`config.mk`:
```
export PLATFORM = sky130hd
export DESIGN_NAME = slot_switch_connection_map
export DESIGN_NICKNAME = d
export VERILOG_FILES = /design/src/verilog/slot_switch_pkg.sv /design/src/verilog/slot_switch_connection_map.sv
export SDC_FILE = /design/constraint.sdc
export NUM_CORES = 2
export LEC_CHECK = 0
export ABC_AREA = 1
export BUFFER_PORTS_ARGS = -buffer_cell sky130_fd_sc_hd__buf_4
export CORE_ASPECT_RATIO = 0.5
export CORE_MARGIN = 4
export CORE_UTILIZATION = 23
export DETAILED_ROUTE_END_ITERATION = 16
export PLACE_DENSITY = 0.36
export SYNTH_ARGS = -nofsm -noshare
export SYNTH_HDL_FRONTEND = slang
export SYNTH_SLANG_ARGS = --single-unit
export TNS_END_PERCENT = 5
```
`constraint.sdc`:
```
create_clock -name I_REF_CLK -period 2.05 [get_ports I_REF_CLK]
set_clock_uncertainty 0.05 [all_clocks]
set_input_delay 0.41 -clock I_REF_CLK [delete_from_list [all_inputs] [get_ports I_REF_CLK]]
set_output_delay 0.41 -clock I_REF_CLK [all_outputs]
set_load 0.01 [all_outputs]
```
`src/verilog/slot_switch_pkg.sv`:
```
// package for the slot switch connection map
// shared by the connection map block and its bench
package slot_switch_pkg;

  localparam int NUM_STREAMS    = 4;
  localparam int NUM_CHANNELS   = 32;
  localparam int BYTE_W         = 8;
  localparam int STREAM_W       = 2;
  localparam int CHAN_W         = 5;
  localparam int BIT_W          = 3;

  // high word fields
  localparam int HI_SRC_BIT     = 2;
  localparam int HI_OE_BIT      = 0;
  localparam logic [7:0] HI_MASK = 8'h05;

  // low word fields
  localparam int LO_STREAM_MSB  = 6;
  localparam int LO_STREAM_LSB  = 5;
  localparam int LO_CHAN_MSB    = 4;
  localparam int LO_CHAN_LSB    = 0;

  // control register fields
  localparam int CTL_PROC_BIT   = 6;
  localparam int CTL_MS_MSB     = 4;
  localparam int CTL_MS_LSB     = 3;
  localparam int CTL_STA_MSB    = 1;
  localparam int CTL_STA_LSB    = 0;
  localparam logic [1:0] MS_LOW  = 2'h2;
  localparam logic [1:0] MS_HIGH = 2'h3;

  localparam logic [7:0] ZERO_BYTE = 8'h00;

  // processor write/read request
  typedef struct packed {
    logic                 wr;
    logic                 rd;
    logic [1:0]           mem_sel;
    logic [STREAM_W-1:0]  stream;
    logic [CHAN_W-1:0]    chan;
    logic [BYTE_W-1:0]    data;
  } cpu_req_s;

  // one output slot request: valid, channel, bit position
  typedef struct packed {
    logic                 valid;
    logic [CHAN_W-1:0]    chan;
    logic [BIT_W-1:0]     bit_idx;
  } slot_s;

endpackage : slot_switch_pkg

```
`src/verilog/slot_switch_connection_map.sv`:
```
// connection map of a four-stream time slot interchange switch
// assumes: receive memory read combinationally, one address per lane;
// slot timing and processor requests come from logic on I_REF_CLK
`timescale 1ns/10ps
module slot_switch_connection_map
  import slot_switch_pkg::*;
#(
  parameter int STREAMS  = slot_switch_pkg::NUM_STREAMS,
  parameter int CHANNELS = slot_switch_pkg::NUM_CHANNELS
) (
  input  wire logic                              I_REF_CLK,
  input  wire logic                              I_RESET_N,
  input  wire logic                              I_GLOBAL_OUTPUT_ENABLE_PIN,
  input  wire logic                              I_PROCESSOR_MODE_BIT,
  input  wire slot_switch_pkg::cpu_req_s         I_CPU_REQ,
  output logic [slot_switch_pkg::BYTE_W-1:0]     O_CPU_RDATA,
  input  wire slot_switch_pkg::slot_s            I_SLOT,
  output logic [STREAMS*(slot_switch_pkg::STREAM_W
                 + slot_switch_pkg::CHAN_W)-1:0] O_DM_CHAN,
  input  wire logic [STREAMS*slot_switch_pkg::BYTE_W-1:0] I_DM_DATA,
  output logic [STREAMS-1:0]                     O_TRANSMIT_STREAMS,
  output logic [STREAMS-1:0]                     O_TRANSMIT_STREAMS_OE_N
);
  import slot_switch_pkg::*;

  // --------------------------------------------------------------
  // state
  // --------------------------------------------------------------
  typedef struct packed {
    logic [STREAMS*CHANNELS-1:0][BYTE_W-1:0] low_q;
    logic [STREAMS*CHANNELS-1:0][1:0]        high_q;
    logic [BYTE_W-1:0]                       rdata_q;
    logic [STREAMS-1:0]                      tx_q;
    logic [STREAMS-1:0]                      oe_n_q;
    logic                                    ode_m_q;
    logic                                    ode_q;
  } state_s;

  state_s st_q;
  state_s st_d;

  // --------------------------------------------------------------
  // local constants
  // --------------------------------------------------------------
  // receive memory address: stream field over channel field
  localparam int ADDR_W = STREAM_W + CHAN_W;
  // positions of the two stored high word bits
  localparam int HQ_SRC = 1;
  localparam int HQ_OE  = 0;

  // --------------------------------------------------------------
  // word index
  // --------------------------------------------------------------
  // flat word index from stream and channel
  function automatic logic [ADDR_W-1:0] word_idx(
    input logic [STREAM_W-1:0] s,
    input logic [CHAN_W-1:0]   c
  );
    word_idx = {s, c};
  endfunction : word_idx

  // --------------------------------------------------------------
  // high word packing
  // --------------------------------------------------------------
  // keep only source and enable bits of a written byte
  function automatic logic [1:0] high_pack(input logic [BYTE_W-1:0] d);
    logic [BYTE_W-1:0] m;
    m = d & HI_MASK;
    high_pack = {m[HI_SRC_BIT], m[HI_OE_BIT]};
  endfunction : high_pack

  // rebuild readable high byte from its two stored bits
  function automatic logic [7:0] high_byte(input logic [1:0] h);
    high_byte = ZERO_BYTE;
    high_byte[HI_SRC_BIT] = h[HQ_SRC];
    high_byte[HI_OE_BIT]  = h[HQ_OE];
  endfunction : high_byte

  // --------------------------------------------------------------
  // low word decoding
  // --------------------------------------------------------------
  // receive address from stream and channel fields
  function automatic logic [ADDR_W-1:0] lane_addr(
    input logic [BYTE_W-1:0] lo
  );
    lane_addr = {lo[LO_STREAM_MSB:LO_STREAM_LSB],
                 lo[LO_CHAN_MSB:LO_CHAN_LSB]};
  endfunction : lane_addr

  // --------------------------------------------------------------
  // lane byte and driver
  // --------------------------------------------------------------
  // byte sent on one lane for this slot
  function automatic logic [BYTE_W-1:0] lane_byte(
    input logic [1:0]        hi,
    input logic              proc,
    input logic [BYTE_W-1:0] lo,
    input logic [BYTE_W-1:0] dm
  );
    if (hi[HQ_SRC] || proc) begin
      lane_byte = lo;
    end else begin
      lane_byte = dm;
    end
  endfunction : lane_byte

  // active low driver enable of one lane
  function automatic logic lane_oe_n(
    input logic       global_output_enable_pin,
    input logic       proc,
    input logic [1:0] hi
  );
    if (!global_output_enable_pin) begin
      lane_oe_n = 1'b1;
    end else if (proc) begin
      lane_oe_n = 1'b0;
    end else begin
      lane_oe_n = ~hi[HQ_OE];
    end
  endfunction : lane_oe_n

  // serial bit of a byte, msb first
  function automatic logic serial_bit(
    input logic [BYTE_W-1:0] b,
    input logic [BIT_W-1:0]  i
  );
    serial_bit = b[BIT_W'(BYTE_W-1) - i];
  endfunction : serial_bit

  // --------------------------------------------------------------
  // outputs
  // --------------------------------------------------------------
  assign O_CPU_RDATA             = st_q.rdata_q;
  assign O_TRANSMIT_STREAMS      = st_q.tx_q;
  assign O_TRANSMIT_STREAMS_OE_N = st_q.oe_n_q;

  // --------------------------------------------------------------
  // receive memory address per lane
  // --------------------------------------------------------------
  // each output lane fetches from its own low word's address
  always_comb begin
    for (int s = 0; s < STREAMS; s++) begin
      O_DM_CHAN[s*ADDR_W +: ADDR_W] =
        lane_addr(st_q.low_q[word_idx(STREAM_W'(s), I_SLOT.chan)]);
    end
  end

  // --------------------------------------------------------------
  // next state
  // --------------------------------------------------------------
  always_comb begin
    logic [ADDR_W-1:0] idx;
    logic [ADDR_W-1:0] widx;
    logic [BYTE_W-1:0] lo;
    logic [1:0]        hi;
    logic [BYTE_W-1:0] out_byte;
    idx      = '0;
    widx     = '0;
    lo       = '0;
    hi       = '0;
    out_byte = '0;
    st_d     = st_q;

    // enable pin through two flops
    st_d.ode_m_q = I_GLOBAL_OUTPUT_ENABLE_PIN;
    st_d.ode_q   = st_q.ode_m_q;

    // processor access to selected stream's words
    widx = word_idx(I_CPU_REQ.stream, I_CPU_REQ.chan);
    if (I_CPU_REQ.wr) begin
      if (I_CPU_REQ.mem_sel == MS_LOW) begin
        st_d.low_q[widx] = I_CPU_REQ.data;
      end else if (I_CPU_REQ.mem_sel == MS_HIGH) begin
        st_d.high_q[widx] = high_pack(I_CPU_REQ.data);
      end
    end
    if (I_CPU_REQ.rd) begin
      if (I_CPU_REQ.mem_sel == MS_LOW) begin
        st_d.rdata_q = st_q.low_q[widx];
      end else if (I_CPU_REQ.mem_sel == MS_HIGH) begin
        st_d.rdata_q = high_byte(st_q.high_q[widx]);
      end else begin
        st_d.rdata_q = ZERO_BYTE;
      end
    end

    // every valid slot consults each stream's words
    if (I_SLOT.valid) begin
      for (int s = 0; s < STREAMS; s++) begin
        idx      = word_idx(STREAM_W'(s), I_SLOT.chan);
        lo       = st_q.low_q[idx];
        hi       = st_q.high_q[idx];
        out_byte = lane_byte(hi, I_PROCESSOR_MODE_BIT, lo,
                             I_DM_DATA[s*BYTE_W +: BYTE_W]);
        st_d.tx_q[s]   = serial_bit(out_byte, I_SLOT.bit_idx);
        st_d.oe_n_q[s] = lane_oe_n(st_q.ode_q, I_PROCESSOR_MODE_BIT,
                                   hi);
      end
    end else if (!st_q.ode_q) begin
      st_d.oe_n_q = '1;
    end
  end

  // --------------------------------------------------------------
  // registers
  // --------------------------------------------------------------
  always_ff @(posedge I_REF_CLK) begin
    if (!I_RESET_N) begin
      st_q        <= '0;
      st_q.oe_n_q <= '1;
    end else begin
      st_q <= st_d;
    end
  end

endmodule : slot_switch_connection_map

```
# After elaboration in Yosys (flattened, before gate mapping)
# Index checks and enable logic that the tools add are counted.
# Widths: inputs -> output; s select.
# totals
regBits	1298
latchBits	0
ramBits	0
rom_bits	0
inputBits	64
output_inout_bits	44
wordCells	338
mem_count	0
# op_classes
n_addsub	1
n_mul	0
n_div	0
n_lt_le_gt_ge	7
n_eq_ne	3
shifts	0
n_mux	54
bitwise	5
reduce_logical	7
# ops
cell	count
$bwmux 1024	1
$bwmux 256	1
$bmux 8 s5	4
$mux 8	15
$bmux 8 s7	1
$demux 8 s7	1
$bmux 2 s5	4
$lt 7x8->1 const B	3
$bmux 2 s7	1
$demux 2 s7	1
$bmux 1 s3	4
$mux 1	12
$mux 2	6
$lt 5x8->1 const B	1
$lt 6x8->1 const B	1
$mux 4	2
$ge 7x1->1 const B	1
$not 1->1	5
$eq 2x2->1 const B	2
$logic_or 1x1->1	4
$lt 3x4->1 const B	1
$mux 3	1
$reduce_and 3->1	1
$sub 3x3->3 const A	1
3 further kinds	3

# Longest topological paths before layout
# depth
depth_word	7
depth_mapped	19
ltp_nobuf	17

# Worst setup path after synthesis
# Ideal clock, no wire load.
# synth_path
kind	input to register
from	input I_SLOT[3] (netlist bit)
to	register st_q (netlist bit O_TRANSMIT_STREAMS[0])
setup_time_ps	109
arrival_ps	1936
required_time_ps	1891
slack_ps	-45
cell_stages	18
n_path_buf	4
cell_sequence	buf_4 > buf_4 > buf_4 > buf_2 > a21oi_1 > o21ai_0 > nand3_1 > o21ai_0 > nand2_1 > nand3_1 > nand2_1 > nand2_1 > nand3_1 > nand3_1 > nand3_1 > nand3_1 > nand2_1 > inv_1
# synth_via
elab_chain_cells	7
elab_cells_between_ends	9
cone_classes	mux (8); reduce/logical (1)
# synth_lines
element	line_no	source
start: declaration	slot_switch_connection_map.sv:17	input wire slot_switch_pkg::slot_s I_SLOT,
$bmux 2 s5	slot_switch_connection_map.sv:192	hi = st_q.high_q[idx];
$mux 2 (implied by the code)	slot_switch_connection_map.sv:192	
$logic_or 1x1->1	slot_switch_connection_map.sv:100	if (hi[HQ_SRC] || proc) begin
$mux 8 *	slot_switch_connection_map.sv:100	
$mux 8 *	slot_switch_connection_map.sv:188	if (I_SLOT.valid) begin
$bmux 1 s3 *	slot_switch_connection_map.sv:127	serial_bit = b[BIT_W'(BYTE_W-1) - i];
$mux 1 (implied by the code) *	slot_switch_connection_map.sv:127	
end signal: assignment	slot_switch_connection_map.sv:212	st_q <= st_d;
end: declaration	slot_switch_connection_map.sv:39	state_s st_q;
# Every way passes the cells marked *; elsewhere a longest branch is shown, timed or not. The select of a mux whose other input is x is not followed.
# A chain may end at the register's enable or synchronous reset.

==> flow_summary.yaml <==
outcome:
  run_status: "finished with violations"
  violations_in_the_final_reports: "setup timing"
critical_path:
  cp.required_ps: 1590
  critPathArrivalTime_ps: 2270
  cell_family_with_the_largest_share_of_critical_path_delay: "buffers and inverters"
  criticalPathCategory: "in -> out"
  cpMaxStageDelayCell: "sky130_fd_sc_hd__buf_12"
  worst-path-max-fanout: 16
  timing.critical_path.from_type: "input port"
  worst_setup_path_startpoint: "I_SLOT[3]"
  crit_path_end_kind: "output pin"
  setup.reg_to_reg.worst_slack_ps: -250
  critical_path_buf_inv_count: 8
  cpMostUsedCell: "sky130_fd_sc_hd__buf_12"
  critical_path.cell_chain: "buf_16 > buf_12 > buf_16 > buf_12 > clkbuf_16 > o21ai_2 > nand2_1 > a21oi_2 > nand2_2 > nand3_4 > nand2_4 > buf_12 > inv_4 > buf_6"
  slowest_delay_ps: 170
  r2r_start: "st_q[715]"
clock_tree:
  cts_root_buf: "sky130_fd_sc_hd__clkbuf_16"
  htreeDepth: 4
  cts_buffer_depth: 4
  insertion_delay_ps: 860
  path_clk_slew_ps: 60
  clock_tree_from_tritoncts: "built"
  cts_buffers: 157
  clock_sinks: 1298
grt:
  global_route.overflow_total: 0
  grt_first_pass_wirelength_um: 557000
  grt_antenna_before_repair: 24
  grt_util_all_layers: 0.249
  via_count_of_the_first_global_routing_pass: 73200
  grt_max_degree: 75
timing:
  timing.final.crit_period_ps: 2730
  slew_viol_final: 0
  finalHoldViolations: 0
  finalSetupViolCount: 39
  layout_worst_path_cycle_share: 1.33
  fmax_mhz: 367
  max_slew.worst_pin.slew_ps: 685
  fin_ws_ps: -677
  grt_setup_unrepaired: "yes"
  timing.max_slew.rel_slack: 0.543
floorplan:
  core_um2: 293000
  floorplan.io_pins: 108
  std_cell_rows: 140
  initial_utilization: 0.232
  die_x_um: 777
  die-area_um2: 305000
  die_height_um: 392
power:
  power.leakage_nw: 34.5
  vdd_ir_drop_max_mv: 0.580
  fin_total_pwr_mw: 63.7
  p_per_area_nw_per_um2: 680
detailed_routing:
  totalWireLength_um: 400000
  dr_total_vias: 77300
  route.antenna.remaining_nets: 0
  drc: 0
  mean_routed_wirelength_per_cell_um: 26.1
  first_pass_detailed_route_iteration_total: 6
  drt_first_iter_violations: 7503
  viasPerCell: 5.04
placement:
  gp_routability_congestion: 0.892
  hpwl_um: 284000
  place_worst_setup_slack_ps: -1610
  port_buffers: 107
  placement.cell_area_um2: 85200
synth:
  synth_nets: 10400
  yosysWarningCount: 0
  synth.avg_cell_area_um2: 6.60
  synth-seq-cells: 1298
  synth_area_um2: 68000
  synth_sequential_area_ratio: 0.382
  synthDistinctLibCells: 33
  syn-instance-count: 10300
hold_path:
  hp-start: "I_DM_DATA[23]"
  worst_hold_check_path_type: "in -> reg"
layout:
  final_design_area_no_fill_um2: 93700
  synthToLayoutAreaGrowth_pct: 37.8
  layout_nets: 11400
  layout-drive-gt1-share: 0.215
  fillerInstances: 31700
flow_run:
  max_cap_violations: 0
==> synthesized netlist by cell type <==
cell | count | share of area
sky130_fd_sc_hd__a221oi_1 | 7 | 0.00090
sky130_fd_sc_hd__buf_4 | 55 | 0.0061
sky130_fd_sc_hd__nor2_2 | 19 | 0.0017
sky130_fd_sc_hd__nor3_1 | 30 | 0.0022
sky130_fd_sc_hd__o22ai_1 | 334 | 0.031
sky130_fd_sc_hd__o41ai_1 | 5 | 0.00064
sky130_fd_sc_hd__nand3_2 | 3 | 0.00044
sky130_fd_sc_hd__a21oi_1 | 1685 | 0.12
sky130_fd_sc_hd__inv_2 | 21 | 0.0012
sky130_fd_sc_hd__clkbuf_1 | 521 | 0.029
sky130_fd_sc_hd__o2111ai_1 | 39 | 0.0050
sky130_fd_sc_hd__dfxtp_1 | 1298 | 0.38
sky130_fd_sc_hd__o221ai_1 | 23 | 0.0030
sky130_fd_sc_hd__o21ai_1 | 22 | 0.0016
sky130_fd_sc_hd__a22oi_1 | 119 | 0.013
sky130_fd_sc_hd__o211ai_1 | 88 | 0.0097
sky130_fd_sc_hd__inv_1 | 1187 | 0.066
sky130_fd_sc_hd__buf_2 | 276 | 0.020
sky130_fd_sc_hd__clkinv_1 | 2 | 0.00011
sky130_fd_sc_hd__o21ai_0 | 1572 | 0.12
sky130_fd_sc_hd__nand3b_1 | 17 | 0.0019
sky130_fd_sc_hd__nand2_1 | 1541 | 0.085
sky130_fd_sc_hd__nand2_2 | 8 | 0.00074
sky130_fd_sc_hd__nor3_2 | 2 | 0.00029
sky130_fd_sc_hd__buf_1 | 49 | 0.0027
sky130_fd_sc_hd__nor2_1 | 448 | 0.025
sky130_fd_sc_hd__a22o_1 | 1 | 0.00013
sky130_fd_sc_hd__nand3_1 | 862 | 0.063
sky130_fd_sc_hd__nor2_4 | 1 | 0.00017
sky130_fd_sc_hd__clkbuf_2 | 1 | 0.000074
sky130_fd_sc_hd__nand4_1 | 46 | 0.0042
sky130_fd_sc_hd__buf_6 | 14 | 0.0023
sky130_fd_sc_hd__o31ai_1 | 10 | 0.0011
==> registers in the layout, summed over array words and instances (netlist names) <==
register and flops:
st_q 1281, O_CPU_RDATA 8, O_TRANSMIT_STREAMS 4, O_TRANSMIT_STREAMS_OE_N 4, st_d 1
==> report_power, final <==
| group | internal, mW | total (mW) | switching [mW] |
|---|---|---|---|
| Sequential | 25.2 | 25.3 | 0.0284 |
| Clock | 16.4 | 29.0 | 12.6 |
| Combinational | 3.28 | 9.37 | 6.09 |
==> metrics by stage <==
step / instances / util / setup TNS (ps) / hold slack (ps)
final: 15300 / 0.320 / -19170 / 66.9
after global routing: 15300 / 0.320 / -21900 / 64.3
after global placement: 15000 / 0.291 / -465340 / 393
after floorplan: 10300 / - / -116 / 340
after CTS: 15300 / 0.313 / -20720 / 15.7
after detailed placement: 15000 / 0.291 / -469160 / 397
==> final cells by class <==
class,count,area [um^2],share of cell area
Sequential cell,1298,26100,0.279
Antenna cell,2,5.00,0.0000534
Clock buffer,235,4630,0.0494
Tap cell,3905,4890,0.0522
Multi-Input combinational cell,6882,35000,0.373
Clock inverter,37,378,0.00403
Timing Repair Buffer,1753,18000,0.192
Timing Repair inverter,2,27.5,0.000294
Inverter,1210,4660,0.0498
==> routing by layer <==
metal	share of wire	wire, um	vias to the layer above	track usage
met3	0.062	24600	445	0.0336
met2	0.44	177000	2546	0.398
met4	0.024	9520	6	0.0519
met5	0.00010	41	-	0
met1	0.47	189000	37400	0.356
li1	-	-	36900	-
==> worst min-delay path, delay by kind of cell <==
kind,cells,cell delay (ps)
AND/OR/NAND/NOR,6,390
buffers and inverters,2,120
==> worst paths after layout <==
check                          endpoint  depth (start not counted)
hold reg to reg               st_q[938]                          2
setup reg to reg         O_CPU_RDATA[1]                         14
setup / recovery          O_DM_CHAN[15]                         14
hold / removal    O_TRANSMIT_STREAMS[2]                          8
==> cell usage in the layout, fill, tap and decap left out, drive strengths merged <==
cell type / synthesis / routed
a21oi: 1685 / 1685
a221oi: 7 / 7
a22o: 1 / 1
a22oi: 119 / 119
buf: 394 / 1713
bufbuf: 0 / 5
bufinv: 0 / 7
clkbuf: 522 / 256
clkinv: 2 / 32
clkinvlp: 0 / 1
dfxtp: 1298 / 1298
diode: 0 / 2
dlygate4sd3: 0 / 14
inv: 1208 / 1209
nand2: 1549 / 1549
nand3: 865 / 865
nand3b: 17 / 17
nand4: 46 / 46
nor2: 468 / 468
nor3: 32 / 32
o2111ai: 39 / 39
o211ai: 88 / 88
o21ai: 1594 / 1594
o221ai: 23 / 23
o22ai: 334 / 334
o31ai: 10 / 10
o41ai: 5 / 5
==> cell families (layout without fill, tap and decap cells) <==
kind of cell | Yosys count | count (layout) | synth area share
compound gates | 3905 | 3905 | 0.306
simple gates | 2977 | 2977 | 0.185
flops | 1298 | 1298 | 0.382
other cells | 0 | 2 | 0
buf+inv | 2126 | 3237 | 0.127
==> timing repair <==
item	in CTS	in global routing
hold buffers	14	0
endpoints found under the hold margin	74	0
buffers inserted	25	39
pin swaps	69	150
gates resized for setup	296	385
cloned	6	23
endpoints found under the setup margin	47	43
Power figures use the tool's default switching activity.
